==> config.mk <==
export PLATFORM = sky130hd
export DESIGN_NAME = phase_detector_control
export DESIGN_NICKNAME = d
export VERILOG_FILES = /design/src/inc/pd_ctrl_pkg.sv /design/src/hdl/phase_detector_control.sv
export SDC_FILE = /design/constraint.sdc
export NUM_CORES = 1
export LEC_CHECK = 0
export ABC_AREA = 1
export BUFFER_PORTS_ARGS = -buffer_cell sky130_fd_sc_hd__buf_2
export CAP_MARGIN = 20
export CORE_ASPECT_RATIO = 2
export CORE_MARGIN = 4
export CORE_UTILIZATION = 52
export CTS_CLUSTER_DIAMETER = 40
export DETAILED_ROUTE_END_ITERATION = 8
export GPL_TIMING_DRIVEN = 0
export PLACE_DENSITY = 0.84
export SKIP_CTS_REPAIR_TIMING = 1
export SLEW_MARGIN = 20
export SYNTH_ARGS = -nofsm -noshare
export SYNTH_HDL_FRONTEND = slang
export SYNTH_SLANG_ARGS = --single-unit
==> constraint.sdc <==
create_clock -name clk_i -period 3.5 [get_ports clk_i]
set_input_delay 0.7 -clock clk_i [delete_from_list [all_inputs] [get_ports clk_i]]
set_output_delay 0.7 -clock clk_i [all_outputs]
set_load 0.05 [all_outputs]
==> src/inc/pd_ctrl_pkg.sv <==
/*
 * Constants for the phase detector control register: its address, its field
 * positions, its reset value and the decoded values of its coded fields.
 * Assumes a 24-bit register word and an address space of 64 words.
 */
package pd_ctrl_pkg;
   localparam int ADDR_W = 6;
   localparam int DATA_W = 24;
   localparam logic [5:0] PHASE_DETECTOR_CONTROL_ADDR = 6'h0B;

   localparam int DELAY_LSB = 0;
   localparam int DELAY_MSB = 2;
   localparam int SHORT_BIT = 3;
   localparam int FLIP_BIT = 4;
   localparam int RAISE_EN_BIT = 5;
   localparam int LOWER_EN_BIT = 6;
   localparam int GUARD_LSB = 7;
   localparam int GUARD_MSB = 8;
   localparam int FORCE_RAISE_BIT = 9;
   localparam int FORCE_LOWER_BIT = 10;
   localparam int FORCE_MID_BIT = 11;
   localparam int PRESCALER_BIAS_LEVEL_LSB = 12;
   localparam int PRESCALER_BIAS_LEVEL_MSB = 14;
   localparam int OPAMP_LSB = 15;
   localparam int OPAMP_MSB = 16;
   localparam int GATING_LSB = 17;
   localparam int GATING_MSB = 18;
   localparam int SPARE_BIT = 19;
   localparam int WIDTH_LSB = 20;
   localparam int WIDTH_MSB = 21;
   localparam int RSVD_LSB = 22;
   localparam int RSVD_MSB = 23;

   localparam logic [23:0] PHASE_DETECTOR_CONTROL_RESET = 24'h0F8061;

   // Cycle-slip guard thresholds in nanoseconds, indexed by code.
   localparam logic [4:0] GUARD_NS_OFF = 5'h00;
   localparam logic [4:0] GUARD_NS_1 = 5'h06;
   localparam logic [4:0] GUARD_NS_2 = 5'h0E;
   localparam logic [4:0] GUARD_NS_3 = 5'h18;

   // Prescaler bias increase in percent, indexed by code.
   localparam logic [5:0] PRESCALER_BIAS_LEVEL_PCT_0 = 6'h00;
   localparam logic [5:0] PRESCALER_BIAS_LEVEL_PCT_1 = 6'h14;
   localparam logic [5:0] PRESCALER_BIAS_LEVEL_PCT_2 = 6'h19;
   localparam logic [5:0] PRESCALER_BIAS_LEVEL_PCT_3 = 6'h32;

   // Divide-ratio limits below which the main counter is gated off.
   localparam logic [10:0] GATE_LIMIT_0 = 11'h020;
   localparam logic [10:0] GATE_LIMIT_1 = 11'h080;
   localparam logic [10:0] GATE_LIMIT_2 = 11'h3FF;
   localparam logic [1:0] GATE_ALL_ON = 2'h3;
endpackage

==> src/hdl/phase_detector_control.sv <==
/*
 * Phase detector and charge-pump control register with the decode of its
 * fields and the steering of the pump raise and lower drives.
 * Assumes the serial register interface, on the same clock, presents one
 * decoded word access per strobe and takes read data one cycle later.
 */
// Functional notes
// - Bits 2:0 select phase detector reset path delay; reset value 1.
// - Bit 3 ties both phase detector inputs together for test; resets 0.
// - Bit 4 flips phase detector polarity; 0 is default positive-slope setting.
// - Bit 5 enables raising output, reset 1; forced raise overrides it.
// - Bit 6 enables lowering output, reset 1; forced lower and mid-rail bits override it.
// - Bits 8:7 set cycle-slip guard: off, 6, 14 or 24 ns; reset 0.
// - Bit 9 holds the pump raise output on for test; resets 0.
// - Bit 10 holds the pump lower output on for test; resets 0.
// - Bit 11 forces the pump output to mid-rail for test; resets 0.
// - Bits 14:12 prescaler bias: nominal, +20, +25, +50 percent; reset 0.
// - Bits 16:15 set charge pump op-amp bias; reset value 3.
// - Bits 18:17 gate main counter below 32, 128, 1023, or never; reset 3.
// - Bits 21:20 set divider pulse width, shortest to longest; reset 0.
module phase_detector_control (
   // Clock and reset.
   input wire logic clk_i,
   input wire logic resetn_i,
   // Register access from the serial interface.
   input wire logic [5:0] reg_addr_i,
   input wire logic [23:0] reg_wdata_i,
   input wire logic reg_write_i,
   input wire logic reg_read_i,
   output logic [23:0] reg_rdata_o,
   output logic reg_rvalid_o,
   // Phase detector comparison results and the main divide ratio.
   input wire logic ref_early_i,
   input wire logic vco_early_i,
   input wire logic [10:0] divide_ratio_i,
   // Field outputs to the analog and divider logic.
   output logic [2:0] phase_det_reset_delay_select_o,
   output logic phase_det_inputs_shorted_o,
   output logic phase_det_polarity_flip_o,
   output logic [4:0] cycle_slip_guard_ns_o,
   output logic cycle_slip_guard_on_o,
   output logic [5:0] prescaler_bias_pct_o,
   output logic [1:0] pump_opamp_bias_o,
   output logic main_counter_clock_off_o,
   output logic [1:0] divider_pulse_width_o,
   // Charge pump drives.
   output logic charge_pump_raise_o,
   output logic charge_pump_lower_o,
   output logic charge_pump_midrail_o
);
   logic [23:0] ctrl_r;
   logic [23:0] rdata_r;
   logic rvalid_r;
   logic raise_r;
   logic lower_r;
   logic mid_r;
   logic gate_off_r;

   wire logic hit = (reg_addr_i == pd_ctrl_pkg::PHASE_DETECTOR_CONTROL_ADDR);
   wire logic write_hit = reg_write_i && hit;
   wire logic [23:0] rdata_nxt = hit ? ctrl_r : 24'h000000;

   wire logic [1:0] guard_code = ctrl_r[pd_ctrl_pkg::GUARD_MSB:pd_ctrl_pkg::GUARD_LSB];
   wire logic [2:0] bias_code = ctrl_r[pd_ctrl_pkg::PRESCALER_BIAS_LEVEL_MSB:pd_ctrl_pkg::PRESCALER_BIAS_LEVEL_LSB];
   wire logic [1:0] gate_code = ctrl_r[pd_ctrl_pkg::GATING_MSB:pd_ctrl_pkg::GATING_LSB];
   wire logic shorted = ctrl_r[pd_ctrl_pkg::SHORT_BIT];
   wire logic flip = ctrl_r[pd_ctrl_pkg::FLIP_BIT];
   wire logic raise_en = ctrl_r[pd_ctrl_pkg::RAISE_EN_BIT];
   wire logic lower_en = ctrl_r[pd_ctrl_pkg::LOWER_EN_BIT];
   wire logic force_pump_raise = ctrl_r[pd_ctrl_pkg::FORCE_RAISE_BIT];
   wire logic force_pump_lower = ctrl_r[pd_ctrl_pkg::FORCE_LOWER_BIT];
   wire logic force_pump_midrail = ctrl_r[pd_ctrl_pkg::FORCE_MID_BIT];

   // Shorted inputs see the reference on both sides, so neither leads.
   wire logic ref_lead = ref_early_i && !(shorted || vco_early_i);
   wire logic vco_lead = vco_early_i && !(shorted || ref_early_i);
   // A flipped detector lowers where it would raise.
   wire logic raw_raise = flip ? vco_lead : ref_lead;
   wire logic raw_lower = flip ? ref_lead : vco_lead;
   // Mid-rail wins over both forced drives; a forced drive wins over its enable.
   wire logic raise_nxt = !force_pump_midrail && (force_pump_raise || (raise_en && raw_raise));
   wire logic lower_nxt = !force_pump_midrail && (force_pump_lower || (lower_en && raw_lower));

   wire logic [10:0] gate_limit = gate_limit_of(gate_code);
   wire logic gate_off_nxt = (gate_code != pd_ctrl_pkg::GATE_ALL_ON) && (divide_ratio_i < gate_limit);

   function automatic logic [10:0] gate_limit_of(input logic [1:0] code);
      case (code)
         2'h0: gate_limit_of = pd_ctrl_pkg::GATE_LIMIT_0;
         2'h1: gate_limit_of = pd_ctrl_pkg::GATE_LIMIT_1;
         2'h2: gate_limit_of = pd_ctrl_pkg::GATE_LIMIT_2;
         default: gate_limit_of = 11'h000;
      endcase
   endfunction

   always_ff @(posedge clk_i) begin
      if (!resetn_i) begin
         ctrl_r <= pd_ctrl_pkg::PHASE_DETECTOR_CONTROL_RESET;
      end else if (write_hit) begin
         ctrl_r <= reg_wdata_i;
      end
   end

   always_ff @(posedge clk_i) begin
      if (!resetn_i) begin
         rdata_r <= 24'h000000;
         rvalid_r <= 1'b0;
      end else begin
         rvalid_r <= reg_read_i;
         if (reg_read_i) begin
            rdata_r <= rdata_nxt;
         end
      end
   end

   always_ff @(posedge clk_i) begin
      if (!resetn_i) begin
         raise_r <= 1'b0;
         lower_r <= 1'b0;
         mid_r <= 1'b0;
         gate_off_r <= 1'b0;
      end else begin
         raise_r <= raise_nxt;
         lower_r <= lower_nxt;
         mid_r <= force_pump_midrail;
         gate_off_r <= gate_off_nxt;
      end
   end

   always_comb begin
      case (guard_code)
         2'h1: cycle_slip_guard_ns_o = pd_ctrl_pkg::GUARD_NS_1;
         2'h2: cycle_slip_guard_ns_o = pd_ctrl_pkg::GUARD_NS_2;
         2'h3: cycle_slip_guard_ns_o = pd_ctrl_pkg::GUARD_NS_3;
         default: cycle_slip_guard_ns_o = pd_ctrl_pkg::GUARD_NS_OFF;
      endcase
   end

   always_comb begin
      case (bias_code)
         3'h1: prescaler_bias_pct_o = pd_ctrl_pkg::PRESCALER_BIAS_LEVEL_PCT_1;
         3'h2: prescaler_bias_pct_o = pd_ctrl_pkg::PRESCALER_BIAS_LEVEL_PCT_2;
         3'h3: prescaler_bias_pct_o = pd_ctrl_pkg::PRESCALER_BIAS_LEVEL_PCT_3;
         default: prescaler_bias_pct_o = pd_ctrl_pkg::PRESCALER_BIAS_LEVEL_PCT_0;
      endcase
   end

   assign cycle_slip_guard_on_o = (guard_code != 2'h0);
   assign phase_det_reset_delay_select_o = ctrl_r[pd_ctrl_pkg::DELAY_MSB:pd_ctrl_pkg::DELAY_LSB];
   assign phase_det_inputs_shorted_o = shorted;
   assign phase_det_polarity_flip_o = flip;
   assign pump_opamp_bias_o = ctrl_r[pd_ctrl_pkg::OPAMP_MSB:pd_ctrl_pkg::OPAMP_LSB];
   assign divider_pulse_width_o = ctrl_r[pd_ctrl_pkg::WIDTH_MSB:pd_ctrl_pkg::WIDTH_LSB];
   assign main_counter_clock_off_o = gate_off_r;
   assign charge_pump_raise_o = raise_r;
   assign charge_pump_lower_o = lower_r;
   assign charge_pump_midrail_o = mid_r;
   assign reg_rdata_o = rdata_r;
   assign reg_rvalid_o = rvalid_r;
endmodule

==> results of run 1 <==
[state kept, by name (all words and copies together), names as in the netlist]
signal	flops
charge_pump_raise_o	1
charge_pump_midrail_o	1
charge_pump_lower_o	1
reg_rvalid_o	1
reg_rdata_o	24
main_counter_clock_off_o	1
ctrl_r	24
[area by class of cell]
type,count,share of cell area (%)
sequential,53,34.0
multi-input combinational,233,36.4
clock buffer,7,2.77
buffer,30,5.78
tap,55,2.21
timing repair buffer,93,14.9
inverter,32,3.85
[how the worst min path moves through the flow]
stage / from / to / depth (start not counted)
after global placement: ctrl_r[11] / charge_pump_midrail_o / 2
after detailed placement: ctrl_r[11] / charge_pump_midrail_o / 2
after CTS: ctrl_r[10] / charge_pump_lower_o / 2
after global routing: ctrl_r[11] / charge_pump_midrail_o / 2
final: ctrl_r[10] / charge_pump_lower_o / 2
after floorplan: ctrl_r[11] / charge_pump_midrail_o / 2
[layer usage]
layer	up-vias	track usage, %	routed length, um
li1	1298	-	-
met3	16	3.89	388
met4	0	10.1	178
met2	85	45.2	3880
met1	1158	21.2	2290
met5	-	0	0
[through the flow]
step	std cells	utilization (%)	total power [uW]	instance area (sq um)
6_report	503	67.1	1160	3120
5_1_grt	503	67.1	1200	3120
4_1_cts	503	67.1	1160	3120
3_5_place_dp	496	65.3	826	3030
3_3_place_gp	496	65.3	822	3030
2_1_floorplan	348	-	763	2500
[cells in the mapped netlist]
cell / instances
clkbuf_1: 8
buf_4: 11
nand3_4: 1
buf_6: 2
nor2_1: 44
ha_1: 12
dfxtp_1: 53
nor2_4: 2
buf_2: 9
conb_1: 1
inv_2: 1
a21boi_0: 1
nand3b_1: 1
o21ai_0: 24
nand3_1: 37
inv_1: 31
nand2_1: 77
or2_2: 1
nor3_1: 3
a21oi_1: 29
[logic make-up after synthesis]
family / count (synthesis)
simple gates: 166
flops: 53
other cells: 1
buf+inv: 62
compound gates: 54
fa+ha+maj: 12
[worst max-delay path, cell delays in order, from the launching register on]
cell and delay, ns:
dfxtp_1 0.37, inv_1 0.08, ha_1 0.20, or2_2 0.28, buf_2 0.21
[power by group]
group	switching, uW	internal (uW)	total (uW)
clock	191	157	349
sequential	9.54	620	630
combinational	128	54.3	183
total	329	832	1160
==> key figures, run 1 <==
Status
  – Status: finished clean

Clock tree
  – TritonCTS Buffers: 5
  – Later-pin clock latency in the skew report: roughly 0.31 ns
  – Clock Pin Slew Worst Setup and Hold Paths: around 0.090 ns
  – TritonCTS clock tree: built
  – Root buffer cell: clkbuf_8
  – CTS sink cnt: 53
  – Longest Clk Path Bufs: 2
  – H-tree levels: 2

Final layout
  – Antenna Cells: 0
  – Fraction of layout cells with a size suffix above 1: 28.1%
  – Most frequent cells in the layout: 102 x buf_2, 77 x nand2_1, 53 x dfxtp_1
  – Multi-input gate area: 1130 sq um
  – Layout fillers: around 460
  – Nets@finish: 507
  – Register area: 1060 sq um
  – Commonest non-fill, non-tap cell in the layout: buf_2
  – Synthesis-to-layout area growth: 24.9%

Critical path
  – Maximum fanout along the worst path: 3
  – Worst Setup SP: ctrl_r[7]
  – Worst R2R Start: ctrl_r[17]
  – Critical path arrival: 1.45 ns
  – Crit start category: register
  – Crit Path Category: reg2out
  – Critical Path End: cycle_slip_guard_ns_o[3]
  – Reg-to-reg endpoint: main_counter_clock_off_o
  – Required time worst endpoint: 2.80 ns
  – CP Capture Type: primary output
  – FF-to-FF setup slack: 1.65 ns
  – Register-to-Register Path Depth: 11

Drt
  – Routed Antenna Nets: 0
  – Pre-antenna DRT Iters: 4
  – DR vias: 2,557
  – Iter 0 DRT Violations: roughly 120
  – DRC: 0
  – Vias per cell: 5.08
  – WL per Instance: 13.4 um
  – Final WL: about 6700 um

Logic synthesis
  – Post-synthesis sequential area ratio: 42.5%
  – Post-Synth XOR/XNOR Area: 0%
  – Main area contributors after synthesis: dfxtp_1 43%, nand2_1 12%, nand3_1 7.4%, nor2_1 6.6%, ha_1 6.0%
  – Synth Instances: 348
  – Multiplexer share of the synthesized area: 0%
  – Synthesized area: 2500 sq um
  – Flop and latch count out of synthesis: 53
  – Synth top area share: 42.5%
  – Post-synthesis adder-cell area fraction: 6.02%
  – Largest family of logic cells by synthesized area: simple AND/OR/NAND/NOR gates
  – Synthesized net count: 407
  – Syn Area/Cell: 7.17 sq um
  – Synth Area in Compound Gates: 10.9%
  – Area leader, netlist: dfxtp_1
  – Distinct cell type count after synthesis: 20
  – Synth Area in Simple Gates: ~28%
  – Syn. warnings: 0

Timing
  – Setup TNS: 0 ns
  – Max-slew violations: 0
  – Max Clk Rate: approximately 0.47 GHz
  – Period utilisation layout: 61.4%
  – Final WS setup: 1.35 ns
  – Hold WS: just under 0.5 ns
  – Setup Viol. Count Final: 0
  – RSZ-0062 raised after global routing: no
  – Tmin final: between 2 and 2.5 ns
  – Final hold violation count: 0
  – Layout Skew: 0.00434 ns

Floorplan
  – Std-Cell Rows: 35
  – Area of the die: 6040 sq um
  – Io pins: 97
  – Die width: 57.0 um
  – Starting density of the core: 53.8%
  – Die height: roughly 110 um
  – Core footprint: 4640 sq um

Global routing
  – Initial antenna violation count: 0
  – Vias in the first global route: 2,546
  – First-pass GRT wire length: 11,000 um
  – Total grt overflow: 0
  – Largest net degree at the start of global routing: 15
  – Total Routing Usage GR: approximately 23%

Power and ir drop
  – Pwr Density: 372 nW/um^2
  – Leakage Power: 0.00169 uW
  – Max IR drop VDD: 0.339 mV

Place
  – Dpl ws: 1.67 ns
  – DP HPWL: between 5000 and 6000 um
  – GP Congestion: 0.868
  – Input/output buffers: between 90 and 100

Hold path
  – Worst min path class: reg2reg

Flow run
  – Maxcap violations: 0
(Power assumes the default switching activity.)
==> run 2, diff against run 1 <==
Settings changed: ABC_AREA 1 to 0, CORE_UTILIZATION 52 to 44, PLACE_DENSITY 0.84 to 0.76.
Clock period 3.5 ns to 1.8 ns, I/O delays scaled along.
==> run 2 against run 1 <==
The flow now finishes with violations (negative setup slack). Cell count down 10%. Via count down 11%. Area after synthesis up 0.75%. Global-route usage down 4.1 points. Combinational power up 22%. Largest power group unchanged. Sequential power up 87%. First-iteration DRC count down 66%. Setup slack worse by 1.4 ns.
==> key figures, run 2 <==
Status
  – Status: complete, but fails checks
  – Failing checks: negative setup slack

Drt
  – Iter 0 DRT Violations: 40
  – WL per Instance: 14.9 um
  – Vias per cell: 5.07
  – Final WL: about 6700 um
  – DR vias: 2,288
  – DRC: 0
  – Routed Antenna Nets: 0
  – Pre-antenna DRT Iters: 4

Clock tree
  – TritonCTS Buffers: 5
  – H-tree levels: 2
  – CTS sink cnt: 53
  – Later-pin clock latency in the skew report: 0.31 ns
  – Clock Pin Slew Worst Setup and Hold Paths: ~0.090 ns
  – Root buffer cell: clkbuf_8
  – TritonCTS clock tree: built
  – Longest Clk Path Bufs: 2

Timing
  – Final hold violation count: 0
  – Period utilisation layout: 102%
  – Max Clk Rate: 0.544 GHz
  – Setup Viol. Count Final: 1
  – Tmin final: 1.84 ns
  – Max-slew violations: 0
  – Layout Skew: 0.00892 ns
  – Final WS setup: -0.0397 ns
  – Setup TNS: -0.0397 ns
  – RSZ-0062 raised after global routing: yes
  – Hold WS: 0.280 ns

Logic synthesis
  – Post-synth ARST share: 0%
  – Flop and latch count out of synthesis: 53
  – Post-synth EDFFs: 0
  – Post-synthesis sequential area ratio: 42.2%
  – Synth top area share: 42.2%
  – Syn. warnings: 0
  – Synthesized net count: around 350
  – Distinct cell type count after synthesis: 34
  – Main area contributors after synthesis: dfxtp_1 42%, nand3_1 12%, a21boi_0 7.2%, nand2b_1 6.7%, ha_1 6.0%
  – Synth Instances: 289
  – Syn Area/Cell: a little under 9 sq um
  – Top cells by instance count after synthesis: 58 x nand3_1, 53 x dfxtp_1, 29 x nand2_1, 27 x nand2b_1, 24 x a21boi_0
  – Synthesized area: 2510 sq um
  – Top-count cell post-synth: nand3_1
  – Area leader, netlist: dfxtp_1
  – Top_reg_cell synth: dfxtp_1

Place
  – GP Congestion: approximately 0.77
  – Input/output buffers: 93
  – DP HPWL: 5120 um
  – Placed Area: 3080 sq um
  – Dpl ws: -0.183 ns

Power and ir drop
  – Leakage Power: ~0.0015 uW
  – Max IR drop VDD: 0.429 mV
  – Pwr Density: 630 nW/um^2

Final layout
  – Most frequent cells in the layout: 94 x buf_2, 57 x nand3_1, 49 x dfxtp_1
  – Fraction of layout cells with a size suffix above 1: between 30% and 40%
  – Multi-input gate area: about 1400 sq um
  – Nets@finish: 450
  – Layout fillers: 505
  – Synthesis-to-layout area growth: 31.6%
  – Antenna Cells: 0
  – Commonest non-fill, non-tap cell in the layout: buf_2
  – Register area: about 1100 sq um
  – Final instance area: about 3300 sq um

Global routing
  – Total grt overflow: 0
  – First-pass GRT wire length: 9960 um
  – Largest net degree at the start of global routing: 16
  – Vias in the first global route: 2,188
  – Initial antenna violation count: 0
  – Total Routing Usage GR: 18.6%

Critical path
  – Crit Path Category: reg2reg
  – Maximum fanout along the worst path: 5
  – Delay of the slowest critical-path stage: about 0.42 ns
  – Required time worst endpoint: about 2 ns
  – Critical path arrival: 2.03 ns
  – Cells along the critical path: inv_4, ha_4, ha_1, nand2_1, or3_4, nor3_4, a211oi_2
  – Crit start category: register
  – Slowest-stage cell, CP: or3_4
  – Register-to-Register Path Depth: 7
  – CP Capture Type: register

Flow run
  – Maxcap violations: 0

Floorplan
  – Starting density of the core: approximately 46%
  – Std-Cell Rows: 38
  – Core footprint: 5470 sq um
  – Io pins: 97
  – Die height: 115 um
  – Area of the die: 7060 sq um
  – Die width: between 60 and 70 um

Hold path
  – Hold depth: 3
  – Worst min path class: in2reg
run 2: cell types whose count changed in the layout (fill, tap and decap cells not counted), moves of 5 or more:
cell / before / now
nand2_1: 77 / 29
nor2_1: 44 / 5
inv_1: 31 / 4
nand2b_1: 0 / 27
a21oi_1: 29 / 3
a21boi_0: 1 / 24
o21ai_0: 24 / 1
nand3_1: 37 / 57
a21boi_1: 0 / 16
buf_2: 102 / 94
clkbuf_1: 9 / 14
ha_1: 12 / 7
ha_4: 0 / 5
run 2: routing by layer:
layer	global-route usage, %	routed length, um
met5	0	0
met2	35.9	3850
met3	3.15	403
met1	18.6	2360
met4	6.80	109
run 2: metrics by stage:
step,utilization [%],power [uW],instances
after floorplan,-,1320,289
after global placement,56.3,1410,442
after detailed placement,56.3,1410,442
after CTS,58.0,2080,449
after global routing,60.5,2160,451
final,60.5,2090,451
run 2: path summary, 6_finish.rpt:
| kind | startpoint | end | slack [ns] |
|---|---|---|---|
| hold / removal | reg_wdata_i[16] | ctrl_r[16] | 0.28 |
| hold reg to reg | ctrl_r[22] | ctrl_r[22] | 0.46 |
| setup reg to reg | ctrl_r[17] | main_counter_clock_off_o | -0.04 |
| setup / recovery | ctrl_r[17] | main_counter_clock_off_o | -0.04 |
run 2: logic make-up (layout without fill, tap and decap cells):
logic type / count (synthesis) / in the layout / synth area share [%]
XOR/XNOR: 2 / 2 / 0.697
AO/OA/AOI/OAI: 52 / 52 / 14.9
adder cells (fa/ha/maj): 12 / 12 / 5.97
other: 1 / 1 / 0.149
AND/OR/NAND/NOR: 131 / 131 / 27.6
buffers and inverters: 38 / 140 / 8.51
flip-flops: 53 / 53 / 42.2
run 2: critical path, delay by kind of cell, from the launching register on:
family,cells,cell delay (ns)
adders and majority gates,2,0.50
buffers and inverters,1,0.05
and+or+nand+nor,3,0.68
AOI/OAI and AO/OA,1,0.08
DFF,1,0.40
run 2: where the power goes:
| part | switching (uW) | internal [uW] |
|---|---|---|
| combinational | 125 | 97.8 |
| sequential | 4.50 | 1180 |
| clock | 377 | 305 |
run 2: final cells by class:
class	count	area share, %
tap	60	2.27
clock buffer	6	2.49
multi-input combinational	198	41.2
timing repair buffer	95	14.8
buffer	32	5.78
inverter	6	0.983
sequential	53	32.3
clock inverter	1	0.227
